[src/pkg/aea_map.svh]
`ifndef AEA_MAP_SVH
`define AEA_MAP_SVH

// Register offsets
`define AEA_OFS_MODE_CONTROL_TWO 8'h0c
`define AEA_OFS_WAVEFORM_SOURCE_SELECT 8'h0d
`define AEA_OFS_NOLOAD_THRESHOLD_CONFIG 8'h0e
`define AEA_OFS_METER_IRQ_ENABLE_LOW 8'hd9
`define AEA_OFS_METER_IRQ_ENABLE_MID 8'hda
`define AEA_OFS_METER_IRQ_ENABLE_HIGH 8'hdb
`define AEA_OFS_METER_IRQ_STATUS_LOW 8'hdc
`define AEA_OFS_METER_IRQ_STATUS_MID 8'hdd
`define AEA_OFS_METER_IRQ_STATUS_HIGH 8'hde
`define AEA_OFS_APPARENT_GAIN 8'h40
`define AEA_OFS_APPARENT_ENERGY 8'h41
`define AEA_OFS_APPARENT_ENERGY_DIVIDER 8'h42
`define AEA_OFS_APPARENT_ENERGY_READ_RESET 8'h43
`define AEA_OFS_HALF_CYCLE_COUNT 8'h44
`define AEA_OFS_LINE_APPARENT_ENERGY 8'h45

// Field positions
`define AEA_BIT_PULSE1_SEL_LO 0
`define AEA_BIT_AMP_HOUR_SELECT 3
`define AEA_BIT_PULSE2_SEL_LO 4
`define AEA_BIT_WAVE_SRC_LO 0
`define AEA_BIT_WAVE_RATE_LO 3
`define AEA_WAVE_SRC_APPARENT 3'h4
`define AEA_BIT_APPARENT_NOLOAD_LO 4
`define AEA_BIT_NOLOAD_FLAG 2
`define AEA_BIT_HALF_FULL 4
`define AEA_BIT_OVERFLOW 5
`define AEA_BIT_CYCLE_END 2
`define AEA_BIT_WAVE_SAMPLE_ENABLE 5

// Reset values
`define AEA_RST_BYTE 8'h00
`define AEA_RST_GAIN 12'h000
`define AEA_RST_HALF_CYCLES 16'h0000

// Gain scale and no-load levels (0.030, 0.015, 0.0075 % of 24-bit full scale)
`define AEA_GAIN_UNITY 14'sh1000
`define AEA_GAIN_SHIFT 12
`define AEA_NOLOAD_THR_1 24'h0013a9
`define AEA_NOLOAD_THR_2 24'h0009d4
`define AEA_NOLOAD_THR_3 24'h0004ea

// Timing
`define AEA_CLK_HZ 20000000
`define AEA_CLK_PERIOD_NS 50
`define AEA_SAMPLE_PERIOD_NS 1220
`define AEA_WAVE_BASE_SPS 25600

`endif

[src/pkg/aea_pkg.sv]
package aea_pkg;

    typedef enum logic [1:0] {
        line_wait_zx = 2'b01,
        line_run = 2'b10
    } aea_line_state_t;

    typedef logic signed [47:0] aea_acc_t;
    typedef logic signed [25:0] aea_power_t;

endpackage

[src/design/aea_gain.sv]
`timescale 1ns/1ps
`include "aea_map.svh"

module aea_gain (
    // Clock and reset
    input wire logic core_clk,
    input wire logic reset_n,
    // Source and calibration
    input wire logic [23:0] src,
    input wire logic [11:0] gain,
    // Scaled result
    output aea_pkg::aea_power_t pwr_r
);

    logic signed [13:0] factor;
    logic signed [38:0] product;

    // Factor stays positive: 4096 plus a 12-bit signed step
    assign factor = `AEA_GAIN_UNITY + 14'($signed(gain));
    assign product = $signed({15'h0000, src}) * 39'(factor);

    always_ff @(posedge core_clk or negedge reset_n) begin
        if (!reset_n) begin
            pwr_r <= '0;
        end else begin
            pwr_r <= 26'(product >>> `AEA_GAIN_SHIFT);
        end
    end
endmodule

[src/design/aea_apparent_energy.sv]
`timescale 1ns/1ps
`include "aea_map.svh"

// Function
// Apparent power waveform samples at 25.6, 12.8, 6.4 or 3.2 kSPS when selected.
// Scale power by one plus signed 12-bit gain over 4096.
// Apparent power is voltage rms times current rms, no post offset.
// Add power into 48-bit accumulator; upper 24 bits form energy register.
// Accumulate one sample per fixed sample period.
// Accumulator addition is signed.
// Divide accumulator by 8-bit divider first; zero divides by one.
// Read-reset energy register clears itself on each read.
// Unsigned energy raises half-full and overflow events, each interrupt-enabled.
// Active-low pulse output follows gained apparent power or current rms.
// Line energy always integrates over whole half cycles from zero crossings.
// Half-cycle count is unsigned 16 bits, up to 65535.
// Cycle end sets its status flag and interrupts when enabled.
// Writing half-cycle count clears line energy and restarts at next crossing.
// Line energy uses same path and bit weight as energy register.
// Below no-load threshold: stop accumulating, set flag, interrupt until cleared.
// Two-bit threshold field: off, 0.030, 0.015, 0.0075 percent.
// Current rms pulse output uses the same no-load threshold.
// Mode bit 3 switches all energy paths to current rms.
// Ampere-hour mode keeps the same chain and calibration registers.
// Software clears a status flag by writing zero; interrupt holds till then.
// Pulse source select: 00 active, 01 reactive, 1x apparent or current rms.
// Apparent versus current rms choice is shared by both pulse outputs.
// Half-full on energy MSB rising; overflow when energy wraps past maximum.
// Gain, divider and half-cycle count reset to zero.

module aea_apparent_energy #(
    parameter int WAVE_BASE_CYCLES = `AEA_CLK_HZ / `AEA_WAVE_BASE_SPS
) (
    // Clock and reset
    input wire logic core_clk,
    input wire logic reset_n,
    // Register port
    input wire logic [7:0] reg_addr,
    input wire logic reg_wr,
    input wire logic [23:0] reg_wdata,
    input wire logic reg_rd,
    output logic [23:0] reg_rdata_r,
    // Measurement inputs
    input wire logic [23:0] vrms,
    input wire logic [23:0] irms,
    input wire logic zero_cross,
    input wire logic active_lsb_pulse,
    input wire logic reactive_lsb_pulse,
    // Outputs
    output logic [1:0] pulse_n_r,
    output logic [25:0] wave_data_r,
    output logic wave_valid_r,
    output logic irq_r
);

    localparam int ACC_CYCLES = `AEA_SAMPLE_PERIOD_NS / `AEA_CLK_PERIOD_NS;

    if (WAVE_BASE_CYCLES < 2 || WAVE_BASE_CYCLES > 1023) begin : g_bad_rate
        $error("WAVE_BASE_CYCLES out of range");
    end

    // ---------------------------------------------------------------
    // Helpers
    // ---------------------------------------------------------------
    function automatic logic [23:0] div_upper(input logic [47:0] acc, input logic [7:0] dv);
        logic [47:0] q;
        q = acc / {40'h0, (dv == 8'h00) ? 8'h01 : dv};
        return q[47:24];
    endfunction

    function automatic logic [7:0] clear_on_zero(input logic [7:0] st, input logic [7:0] wd,
                                                 input logic wr, input logic [7:0] set);
        return (wr ? (st & wd) : st) | set;
    endfunction

    // ---------------------------------------------------------------
    // Registers
    // ---------------------------------------------------------------
    logic [7:0] mode_control_two_r, wave_sel_r, nl_cfg_r, en_lo_r, en_mid_r, en_hi_r;
    logic [7:0] st_lo_r, st_mid_r, st_hi_r, div_r;
    logic [11:0] gain_r;
    logic [15:0] half_cycles_r;
    logic [7:0] set_lo, set_mid, set_hi;

    logic wr_half_cycle_count, rd_rr;
    assign wr_half_cycle_count = reg_wr && (reg_addr == `AEA_OFS_HALF_CYCLE_COUNT);
    assign rd_rr = reg_rd && (reg_addr == `AEA_OFS_APPARENT_ENERGY_READ_RESET);

    always_ff @(posedge core_clk or negedge reset_n) begin
        if (!reset_n) begin
            mode_control_two_r <= `AEA_RST_BYTE;
            wave_sel_r <= `AEA_RST_BYTE;
            nl_cfg_r <= `AEA_RST_BYTE;
            en_lo_r <= `AEA_RST_BYTE;
            en_mid_r <= `AEA_RST_BYTE;
            en_hi_r <= `AEA_RST_BYTE;
            gain_r <= `AEA_RST_GAIN;
            div_r <= `AEA_RST_BYTE;
            half_cycles_r <= `AEA_RST_HALF_CYCLES;
        end else if (reg_wr) begin
            unique case (reg_addr)
                `AEA_OFS_MODE_CONTROL_TWO: mode_control_two_r <= reg_wdata[7:0];
                `AEA_OFS_WAVEFORM_SOURCE_SELECT: wave_sel_r <= reg_wdata[7:0];
                `AEA_OFS_NOLOAD_THRESHOLD_CONFIG: nl_cfg_r <= reg_wdata[7:0];
                `AEA_OFS_METER_IRQ_ENABLE_LOW: en_lo_r <= reg_wdata[7:0];
                `AEA_OFS_METER_IRQ_ENABLE_MID: en_mid_r <= reg_wdata[7:0];
                `AEA_OFS_METER_IRQ_ENABLE_HIGH: en_hi_r <= reg_wdata[7:0];
                `AEA_OFS_APPARENT_GAIN: gain_r <= reg_wdata[11:0];
                `AEA_OFS_APPARENT_ENERGY_DIVIDER: div_r <= reg_wdata[7:0];
                `AEA_OFS_HALF_CYCLE_COUNT: half_cycles_r <= reg_wdata[15:0];
                default: ;
            endcase
        end
    end

    // ---------------------------------------------------------------
    // Source, gain and no-load
    // ---------------------------------------------------------------
    logic amp_hour;
    logic [47:0] vi_product;
    logic [23:0] src;
    logic [23:0] nl_thr;
    logic [1:0] nl_mode;
    logic below;
    aea_pkg::aea_power_t pwr_r;

    assign amp_hour = mode_control_two_r[`AEA_BIT_AMP_HOUR_SELECT];
    // Rms inputs arrive offset-corrected; the product needs no offset term
    assign vi_product = vrms * irms;
    // Same gain and divider serve both sources; software reloads them
    assign src = amp_hour ? irms : vi_product[47:24];
    assign nl_mode = nl_cfg_r[`AEA_BIT_APPARENT_NOLOAD_LO +: 2];

    always_comb begin
        unique case (nl_mode)
            2'h1: nl_thr = `AEA_NOLOAD_THR_1;
            2'h2: nl_thr = `AEA_NOLOAD_THR_2;
            2'h3: nl_thr = `AEA_NOLOAD_THR_3;
            default: nl_thr = 24'h000000;
        endcase
    end
    // Threshold applies to whichever source is selected
    assign below = (nl_mode != 2'h0) && (src < nl_thr);

    aea_gain u_gain (
        .core_clk(core_clk),
        .reset_n(reset_n),
        .src(src),
        .gain(gain_r),
        .pwr_r(pwr_r)
    );

    logic below_r;
    always_ff @(posedge core_clk or negedge reset_n) begin
        if (!reset_n) begin
            below_r <= 1'b0;
        end else begin
            below_r <= below;
        end
    end

    // ---------------------------------------------------------------
    // Sample tick and accumulators
    // ---------------------------------------------------------------
    logic [4:0] tick_cnt_r;
    logic tick, add_en;
    assign tick = (tick_cnt_r == 5'(ACC_CYCLES - 1));
    assign add_en = tick && !below_r;

    always_ff @(posedge core_clk or negedge reset_n) begin
        if (!reset_n) begin
            tick_cnt_r <= 5'h00;
        end else begin
            tick_cnt_r <= tick ? 5'h00 : tick_cnt_r + 5'h01;
        end
    end

    aea_pkg::aea_acc_t acc_r, rr_acc_r, pwr_ext;
    assign pwr_ext = 48'(pwr_r);

    always_ff @(posedge core_clk or negedge reset_n) begin
        if (!reset_n) begin
            acc_r <= '0;
        end else if (add_en) begin
            acc_r <= acc_r + pwr_ext;
        end
    end

    // Read clears, but a sample landing in the same cycle is kept
    always_ff @(posedge core_clk or negedge reset_n) begin
        if (!reset_n) begin
            rr_acc_r <= '0;
        end else if (rd_rr) begin
            rr_acc_r <= add_en ? pwr_ext : '0;
        end else if (add_en) begin
            rr_acc_r <= rr_acc_r + pwr_ext;
        end
    end

    // ---------------------------------------------------------------
    // Energy events
    // ---------------------------------------------------------------
    logic [23:0] energy, energy_prev_r;
    logic half_full_ev, overflow_ev, energy_step;
    assign energy = div_upper(acc_r, div_r);
    // Energy treated as unsigned; MSB rising marks half full
    assign half_full_ev = energy[23] && !energy_prev_r[23];
    // With divider 0 or 1 a wrap shows as MSB falling; raising the divider above 1 also drops it
    assign overflow_ev = energy_prev_r[23] && !energy[23];
    assign energy_step = energy != energy_prev_r;

    always_ff @(posedge core_clk or negedge reset_n) begin
        if (!reset_n) begin
            energy_prev_r <= 24'h000000;
        end else begin
            energy_prev_r <= energy;
        end
    end

    // ---------------------------------------------------------------
    // Line-cycle accumulation
    // ---------------------------------------------------------------
    aea_pkg::aea_line_state_t line_state_r;
    aea_pkg::aea_acc_t line_acc_r;
    logic [15:0] hc_cnt_r;
    logic [23:0] line_energy_r;
    logic cycle_end;

    assign cycle_end = (line_state_r == aea_pkg::line_run) && zero_cross && !wr_half_cycle_count
                       && (hc_cnt_r + 16'h0001 == half_cycles_r);

    always_ff @(posedge core_clk or negedge reset_n) begin
        if (!reset_n) begin
            line_state_r <= aea_pkg::line_wait_zx;
            line_acc_r <= '0;
            hc_cnt_r <= 16'h0000;
            line_energy_r <= 24'h000000;
        end else if (wr_half_cycle_count) begin
            line_state_r <= aea_pkg::line_wait_zx;
            line_acc_r <= '0;
            hc_cnt_r <= 16'h0000;
            line_energy_r <= 24'h000000;
        end else begin
            unique case (line_state_r)
                aea_pkg::line_wait_zx: begin
                    if (zero_cross) begin
                        line_state_r <= aea_pkg::line_run;
                        line_acc_r <= '0;
                        hc_cnt_r <= 16'h0000;
                    end
                end
                aea_pkg::line_run: begin
                    if (cycle_end) begin
                        // Next cycle starts at once; unread result is overwritten
                        line_energy_r <= div_upper(line_acc_r, div_r);
                        line_acc_r <= add_en ? pwr_ext : '0;
                        hc_cnt_r <= 16'h0000;
                    end else begin
                        if (add_en) begin
                            line_acc_r <= line_acc_r + pwr_ext;
                        end
                        if (zero_cross) begin
                            hc_cnt_r <= hc_cnt_r + 16'h0001;
                        end
                    end
                end
            endcase
        end
    end

    // ---------------------------------------------------------------
    // Status and interrupt
    // ---------------------------------------------------------------
    always_comb begin
        set_lo = 8'h00;
        set_mid = 8'h00;
        set_hi = 8'h00;
        set_lo[`AEA_BIT_NOLOAD_FLAG] = tick && below_r;
        set_mid[`AEA_BIT_HALF_FULL] = half_full_ev;
        set_mid[`AEA_BIT_OVERFLOW] = overflow_ev;
        set_hi[`AEA_BIT_CYCLE_END] = cycle_end;
    end

    // Set wins over a clearing write in the same cycle
    always_ff @(posedge core_clk or negedge reset_n) begin
        if (!reset_n) begin
            st_lo_r <= `AEA_RST_BYTE;
            st_mid_r <= `AEA_RST_BYTE;
            st_hi_r <= `AEA_RST_BYTE;
        end else begin
            st_lo_r <= clear_on_zero(st_lo_r, reg_wdata[7:0],
                reg_wr && reg_addr == `AEA_OFS_METER_IRQ_STATUS_LOW, set_lo);
            st_mid_r <= clear_on_zero(st_mid_r, reg_wdata[7:0],
                reg_wr && reg_addr == `AEA_OFS_METER_IRQ_STATUS_MID, set_mid);
            st_hi_r <= clear_on_zero(st_hi_r, reg_wdata[7:0],
                reg_wr && reg_addr == `AEA_OFS_METER_IRQ_STATUS_HIGH, set_hi);
        end
    end

    logic [7:0] en_hi_irq;
    // Waveform enable shares the byte but is no event
    always_comb begin
        en_hi_irq = en_hi_r;
        en_hi_irq[`AEA_BIT_WAVE_SAMPLE_ENABLE] = 1'b0;
    end

    always_ff @(posedge core_clk or negedge reset_n) begin
        if (!reset_n) begin
            irq_r <= 1'b0;
        end else begin
            irq_r <= |{st_lo_r & en_lo_r, st_mid_r & en_mid_r, st_hi_r & en_hi_irq};
        end
    end

    // ---------------------------------------------------------------
    // Read port
    // ---------------------------------------------------------------
    always_ff @(posedge core_clk or negedge reset_n) begin
        if (!reset_n) begin
            reg_rdata_r <= 24'h000000;
        end else if (reg_rd) begin
            unique case (reg_addr)
                `AEA_OFS_MODE_CONTROL_TWO: reg_rdata_r <= {16'h0000, mode_control_two_r};
                `AEA_OFS_WAVEFORM_SOURCE_SELECT: reg_rdata_r <= {16'h0000, wave_sel_r};
                `AEA_OFS_NOLOAD_THRESHOLD_CONFIG: reg_rdata_r <= {16'h0000, nl_cfg_r};
                `AEA_OFS_METER_IRQ_ENABLE_LOW: reg_rdata_r <= {16'h0000, en_lo_r};
                `AEA_OFS_METER_IRQ_ENABLE_MID: reg_rdata_r <= {16'h0000, en_mid_r};
                `AEA_OFS_METER_IRQ_ENABLE_HIGH: reg_rdata_r <= {16'h0000, en_hi_r};
                `AEA_OFS_METER_IRQ_STATUS_LOW: reg_rdata_r <= {16'h0000, st_lo_r};
                `AEA_OFS_METER_IRQ_STATUS_MID: reg_rdata_r <= {16'h0000, st_mid_r};
                `AEA_OFS_METER_IRQ_STATUS_HIGH: reg_rdata_r <= {16'h0000, st_hi_r};
                `AEA_OFS_APPARENT_GAIN: reg_rdata_r <= {12'h000, gain_r};
                `AEA_OFS_APPARENT_ENERGY: reg_rdata_r <= energy;
                `AEA_OFS_APPARENT_ENERGY_DIVIDER: reg_rdata_r <= {16'h0000, div_r};
                `AEA_OFS_APPARENT_ENERGY_READ_RESET: reg_rdata_r <= div_upper(rr_acc_r, div_r);
                `AEA_OFS_HALF_CYCLE_COUNT: reg_rdata_r <= {8'h00, half_cycles_r};
                `AEA_OFS_LINE_APPARENT_ENERGY: reg_rdata_r <= line_energy_r;
                default: reg_rdata_r <= 24'h000000;
            endcase
        end
    end

    // ---------------------------------------------------------------
    // Pulse outputs and waveform
    // ---------------------------------------------------------------
    logic [1:0] sel1, sel2;
    assign sel1 = mode_control_two_r[`AEA_BIT_PULSE1_SEL_LO +: 2];
    assign sel2 = mode_control_two_r[`AEA_BIT_PULSE2_SEL_LO +: 2];

    // One shared source bit: both 1x outputs follow the same quantity
    always_ff @(posedge core_clk or negedge reset_n) begin
        if (!reset_n) begin
            pulse_n_r <= 2'h3;
        end else begin
            pulse_n_r[0] <= ~(sel1[1] ? energy_step :
                              (sel1[0] ? reactive_lsb_pulse : active_lsb_pulse));
            pulse_n_r[1] <= ~(sel2[1] ? energy_step :
                              (sel2[0] ? reactive_lsb_pulse : active_lsb_pulse));
        end
    end

    logic [12:0] wave_cnt_r, wave_limit;
    logic wave_on;
    assign wave_limit = 13'(WAVE_BASE_CYCLES) << wave_sel_r[`AEA_BIT_WAVE_RATE_LO +: 2];
    assign wave_on = en_hi_r[`AEA_BIT_WAVE_SAMPLE_ENABLE]
                     && (wave_sel_r[`AEA_BIT_WAVE_SRC_LO +: 3] == `AEA_WAVE_SRC_APPARENT);

    always_ff @(posedge core_clk or negedge reset_n) begin
        if (!reset_n) begin
            wave_cnt_r <= 13'h0000;
            wave_valid_r <= 1'b0;
            wave_data_r <= 26'h0000000;
        end else begin
            wave_valid_r <= 1'b0;
            if (!wave_on || wave_cnt_r >= wave_limit - 13'h0001) begin
                wave_cnt_r <= 13'h0000;
            end else begin
                wave_cnt_r <= wave_cnt_r + 13'h0001;
            end
            if (wave_on && wave_cnt_r >= wave_limit - 13'h0001) begin
                wave_valid_r <= 1'b1;
                wave_data_r <= pwr_r;
            end
        end
    end

    // ---------------------------------------------------------------
    // Checks
    // ---------------------------------------------------------------
    // Cycles since the last waveform sample, saturating
    logic [12:0] wave_gap_r;
    always_ff @(posedge core_clk or negedge reset_n) begin
        if (!reset_n) begin
            wave_gap_r <= 13'h1fff;
        end else if (wave_valid_r) begin
            wave_gap_r <= 13'h0001;
        end else if (wave_gap_r != 13'h1fff) begin
            wave_gap_r <= wave_gap_r + 13'h0001;
        end
    end
endmodule

[config.mk]
export PLATFORM = sky130hd
export DESIGN_NAME = aea_apparent_energy
export DESIGN_NICKNAME = d
export VERILOG_FILES = /design/src/pkg/aea_pkg.sv /design/src/design/aea_gain.sv /design/src/design/aea_apparent_energy.sv
export VERILOG_INCLUDE_DIRS = /design/src /design/src/pkg
export SDC_FILE = /design/constraint.sdc
export NUM_CORES = 2
export LEC_CHECK = 0
export ABC_AREA = 1
export BUFFER_PORTS_ARGS = -buffer_cell sky130_fd_sc_hd__clkbuf_2
export CORE_ASPECT_RATIO = 1.75
export CORE_MARGIN = 3
export CORE_UTILIZATION = 50
export DETAILED_ROUTE_END_ITERATION = 10
export GPL_ROUTABILITY_DRIVEN = 0
export PLACE_DENSITY = 0.7
export SETUP_SLACK_MARGIN = 0.2
export SLEW_MARGIN = 25
export SYNTH_ARGS = -nofsm -noshare
export SYNTH_HDL_FRONTEND = slang
export SYNTH_SLANG_ARGS = --single-unit
export TNS_END_PERCENT = 5
[constraint.sdc]
create_clock -name core_clk -period 89.2 [get_ports core_clk]
set_input_delay 8.92 -clock core_clk [delete_from_list [all_inputs] [get_ports core_clk]]
set_output_delay 8.92 -clock core_clk [all_outputs]
set_load 0.1 [all_outputs]
# Word level (Yosys, flattened, before mapping)
# Index checks and enable logic that the tools add are counted.
[totals]
out_inout_bits = 54
regBits = 417
input_bits = 87
elab_cells = 157
[classes]
div = 3
muxes = 33
reduce_logical = 42
n_eq_ne = 27
n_mul = 2
n_shift = 1
magnitude_cmp = 2
bitwise = 11
add_sub_neg = 8
[op_table]
columns = ["operator", "count"]
rows = [
  ["one-hot mux 24 bit (15 select lines)", 1],
  ["two-way mux 48 bit", 7],
  ["adder 48 x 26 -> 48 bit", 3],
  ["divider 48 x 8 -> 48 bit", 3],
  ["two-way mux 24 bit", 4],
  ["one-hot mux 48 bit (2 select lines)", 1],
  ["two-way mux 16 bit", 4],
  ["AND 8 bit", 6],
  ["equality test 8 x 7 -> 1 bit, second input constant", 6],
  ["equality test 8 bit, second input constant", 6],
  ["multiplier 24 x 24 -> 48 bit", 1],
  ["one-hot mux 13 bit (3 select lines)", 1],
  ["multiplier 25 x 14 -> 38 bit", 1],
  ["two-way mux 8 bit", 4],
  ["one-hot mux 16 bit (2 select lines)", 1],
  ["AND reduction 2 bit", 13],
  ["equality test 8 x 4 -> 1 bit, second input constant", 3],
  ["less-than comparator 24 bit", 1],
  ["inequality test 24 bit", 1],
  ["OR reduction 24 bit", 1],
  ["adder 16 x 1 -> 16 bit, second input constant", 1],
  ["equality test 16 bit", 1],
  ["bitwise OR 8 x 3 -> 8 bit", 2],
  ["logical AND 1 bit", 15],
  ["22 further kinds", 42],
]

# Logic depth before layout (Yosys ltp)
[logic_depth]
ltp_word = 8
mapped_depth = 367
ltp_nobuf = 345

# Cells and area by module
# From an unflattened synthesis, not the netlist that was laid out.
[unflattened]
hier_cells = 13444
area_unflattened_um2 = 92376.1
[by_module_without_submodules]
columns = ["mod", "area_per_inst_um2", "n_inst", "cells_each"]
rows = [
  ["aea_apparent_energy", 80925.1, 1, 11905],
  ["aea_gain", 11451.0, 1, 1539],
]

# Worst setup path before layout
# No wires, ideal clock.
[synth_path]
path_kind = "register to register"
start = "register div_r[5]"
end = "register reg_rdata_r[0]"
setup_time_ns = 0.120
arrival_ns = 48.561
path_buffers = 23
stages_incl_launch_ff = 355
synth_period_minus_slack_ns = 48.681
slack_ns = 40.519
path_cell_list = "dfrtp_1 > inv_2 > nand2_2 > nor2_4 > nor2_1 > ha_1 > o21ai_2 > nand2_1 > nand2_1 > inv_1 > ha_1 > o21ai_0 > nand2_1 > nand2_2 > nand2_1 > o21ai_2 > ha_1 > inv_1 > [319 not listed] > ha_1 > o21a_1 > o21a_1 > o21a_1 > o21a_1 > o21a_1 > o21ai_0 > nand2_1 > a21oi_1 > nand3_1 > nor2_1 > nand2_1 > nor2_1 > nand2_1 > a21oi_1 > nand2_1 > nand2_1 > nand2_1"
[synth_via]
elab_chain_len = 4
elab_cells_between_ends = 5
[synth_rtl]
columns = ["item", "line", "rtl"]
rows = [
  ["start, declared", "aea_apparent_energy.sv:80", "logic [7:0] st_lo_r, st_mid_r, st_hi_r, div_r;"],
  ["start signal, assigned", "aea_apparent_energy.sv:98", "div_r <= `AEA_RST_BYTE;"],
  ["start signal, assigned", "aea_apparent_energy.sv:109", "`AEA_OFS_APPARENT_ENERGY_DIVIDER: div_r <= reg_wdata[7:0];"],
  ["logical NOT 8 bit", "aea_apparent_energy.sv:67", "q = acc / {40'h0, (dv == 8'h00) ? 8'h01 : dv};"],
  ["two-way mux 8 bit (*)", "aea_apparent_energy.sv:67", ""],
  ["divider 48 x 8 -> 48 bit", "aea_apparent_energy.sv:67", ""],
  ["one-hot mux 24 bit (15 select lines) (*)", "aea_apparent_energy.sv:322", "unique case (reg_addr)"],
  ["end signal, assigned", "aea_apparent_energy.sv:323", "`AEA_OFS_MODE_CONTROL_TWO: reg_rdata_r <= {16'h0000, mode_control_two_r};"],
  ["end signal, assigned", "aea_apparent_energy.sv:324", "`AEA_OFS_WAVEFORM_SOURCE_SELECT: reg_rdata_r <= {16'h0000, wave_sel_r};"],
  ["end signal, assigned", "aea_apparent_energy.sv:325", "`AEA_OFS_NOLOAD_THRESHOLD_CONFIG: reg_rdata_r <= {16'h0000, nl_cfg_r};"],
  ["end, declared", "aea_apparent_energy.sv:42", "output logic [23:0] reg_rdata_r,"],
]
# Every way passes the cells marked *; elsewhere a longest branch is shown, timed or not.
# A chain may end at the register's enable or synchronous reset.

# Worst setup path after layout
[layout_path]
start = "register div_r[6]"
end = "register reg_rdata_r[0]"
# Same word-level chain as after synthesis.

==> results.cfg <==
[placed_design]
dp_hpwl_um = 213000
io_buffers = 132
placed_area_um2 = 91500

[cts]
ctsHoldBuffers = 0
clockRootBuffer = clkbuf_16
clkLatencyLatePin_ns = 0.62
clockBufferDepth = 3
postCtsResizedCells = 0
cts_tree = built
htreeDepth = 2
clkSlewWorstSetupHoldPaths_ns = 0.07
post_cts_buffers = 0
numCtsBuffers = 43
cts_sinks = 417

[sta]
max_slew_margin_pct = 23.9
worstMarginPinSlew_ns = 1.13
setup_viol = 0
finalSetupTns_ns = 0
period_needed_ns = 54.87
rsz0062_at_grt = no
final_hold_viol_count = 0
final_max_slew_viol_count = 0
skew_ns = 0.0351
timing.final.crit_share_pct = 61.5
max_freq_mhz = 18.2

[detailed_routing]
drc_errors = 0
vias_per_cell = 5.58
drtPass1Iterations = 8
wl_per_cell_um = 17.4
wl_um = 266000
first_iter_violations = 4973
vias = 85500
antenna_left = 0

[worst_hold_path]
min_path_type = reg2reg
hold_start = tick_cnt_r[0]$_DFF_PN0_
worst_hold_path.endpoint = tick_cnt_r[0]$_DFF_PN0_
whs_path_depth = 1

[global_routing]
grt_overflow_total = 0
grt_start_max_net_pins = 108
grt_pass1_wl_um = 428000
grt_pass1_vias = 87200
antenna_found_initial = 17
grt_util_all_layers_pct = 28.5

[worst_setup_path]
r2r-end = reg_rdata_r[0]$_DFFE_PN0P_
crit_path_frequent_cell = nand2_1
worst-r2r-setup-slack_ns = 34.33
end_kind = flop
cpPeakStageDelay_ns = 0.52
crit_required_ns = 89.71
crit_arrival_ns = 55.38
slowest_stage = nand3_2
critPathKind = reg2reg
r2r_cells = 336
r2r-start = div_r[6]$_DFFE_PN0P_
cp-start-kind = flop
critPathMaxFanout = 49

[flow_run]
cap_violations = 0

[synthesis]
seq_area_frac_synth_pct = 11.7
ys_async_sr_fraction_pct = 100
synth.area.top_cells = fa_1 16%, nand2_1 14%, ha_1 14%, dfrtp_1 12%, inv_1 9.8%
syn_inst = 13100
synth_top_cell_area_share_pct = 15.8
synth_common_cells = 3349 x nand2_1, 2315 x inv_1, 974 x ha_1, 836 x nor2_1, 778 x o21ai_0
synth_edf_count = 0
synth-main-ff-cell = dfrtp_1
syn-cell-area_um2 = 89000
ys_types = 93
yosysMostFrequentCell = nand2_1
synth_top_area_cell = fa_1
ys_ff_latch = 417
syn_area_per_cell_um2 = 6.82
ys_warn_count = 0

[finish]
syn_to_final_growth_pct = 4.58
nets = 14700
n_fill_cell = 17400
multi_input_area_um2 = 67800
drive_gt1_share_pct = 7.26
seqCellArea_um2 = 10400
design_area_um2 = 93100

[die]
io_pins = 141
die_w_um = 325
die_height_um = 564
initial_utilization_pct = 50.4
rows = 204
die-area_um2 = 183000
core_area_um2 = 177000

[status]
status = finished clean
-- metrics by stage --
step	hold WS [ns]	cells	setup slack [ns]	utilization, %
3_3_place_gp	0.441	15200	35.99	51.8
2_1_floorplan	0.425	13100	40.52	-
6_report	0.469	15300	34.33	52.7
5_1_grt	0.481	15300	28.56	52.7
3_5_place_dp	0.456	15200	34.67	51.8
4_1_cts	0.465	15300	34.52	52.7
-- per-layer routing --
layer	vias up	part of all wire [%]	GRT usage (%)
met4	12	7.8	19.5
met1	40500	35	28.6
met3	1081	5.5	3.31
li1	41100	-	-
met5	-	0.027	0
met2	2751	52	54.8
-- state kept, by name, indices dropped and copies added (netlist names), 12 cells and up --
| register | count |
|---|---|
| acc_r | 48 |
| line_acc_r | 48 |
| rr_acc_r | 48 |
| u_gain.pwr_r | 26 |
| wave_data_r | 26 |
| energy_prev_r | 24 |
| line_energy_r | 24 |
| reg_rdata_r | 24 |
| half_cycles_r | 16 |
| hc_cnt_r | 16 |
| wave_cnt_r | 13 |
| gain_r | 12 |
-- cells by family (layout without fill, tap and decap cells) --
group                      Yosys count  count (layout)  share of synthesized area, %
other                                2              15                       0.00844
adders and majority gates         1676            1676                          29.5
and+or+nand+nor                   5786            5786                          29.7
buffers and inverters             2800            2690                          12.1
xor gates and xnor gates           532             532                          5.23
DFF                                417             417                          11.7
AOI/OAI and AO/OA                 1841            1841                          11.8
muxes                                1               1                        0.0126
-- worst max-delay path: cells and delay by family, from the launching register on --
| family | cells | cell delay, ns |
|---|---|---|
| and+or+nand+nor | 154 | 21.11 |
| AOI/OAI and AO/OA | 98 | 17.82 |
| adders and majority gates | 24 | 7.82 |
| buffers and inverters | 60 | 7.26 |
| DFF | 1 | 0.44 |
-- cells in the final DEF, fill, tap and decap left out, types with 22 or more instances in the layout --
master / instances
nand2_1: 3347
inv_1: 2309
ha_1: 974
nor2_1: 832
o21ai_0: 777
fa_1: 702
nand3_1: 605
a21oi_1: 551
dfrtp_1: 413
xor2_1: 338
nand4_1: 240
xnor2_1: 194
clkbuf_2: 131
nand3_2: 118
nand2_2: 117
or2_2: 95
nor3_1: 89
o22ai_1: 79
buf_4: 76
o21bai_1: 74
nor2_2: 63
nor2_4: 59
nand3b_1: 55
inv_2: 52
a21o_1: 47
o21ai_1: 45
nand2_4: 44
clkbuf_16: 43
o211ai_1: 40
o31ai_1: 37
o21a_1: 30
clkinv_1: 29
nand3_4: 27
nor4_1: 24
o221ai_1: 22
-- how the worst max path moves through the flow --
| stage | depth (start not counted) | slack, ns | endpoint | startpoint |
|---|---|---|---|---|
| 6_report | 336 | 34.33 | reg_rdata_r[0]$_DFFE_PN0P_ | div_r[6]$_DFFE_PN0P_ |
| 3_5_place_dp | 335 | 34.67 | reg_rdata_r[0]$_DFFE_PN0P_ | div_r[6]$_DFFE_PN0P_ |
| 3_3_place_gp | 333 | 35.99 | reg_rdata_r[0]$_DFFE_PN0P_ | div_r[6]$_DFFE_PN0P_ |
| 5_1_grt | 336 | 28.56 | reg_rdata_r[0]$_DFFE_PN0P_ | div_r[6]$_DFFE_PN0P_ |
| 2_1_floorplan | 354 | 40.52 | reg_rdata_r[0]$_DFFE_PN0P_ | div_r[5]$_DFFE_PN0P_ |
| 4_1_cts | 334 | 34.52 | reg_rdata_r[0]$_DFFE_PN0P_ | div_r[6]$_DFFE_PN0P_ |
-- layout make-up --
type	count	share of cell area [%]
clock inverters	21	0.343
repair buffers	209	1.36
flip-flops and latches	417	11.2
multi-input cells	9839	72.9
diodes	12	0.0323
inverters	2403	9.71
well taps	2369	3.18
clock buffers	57	1.30
Power is not shown: default switching activity piles up to over one toggle a cycle in this logic, so the estimate is an artifact.
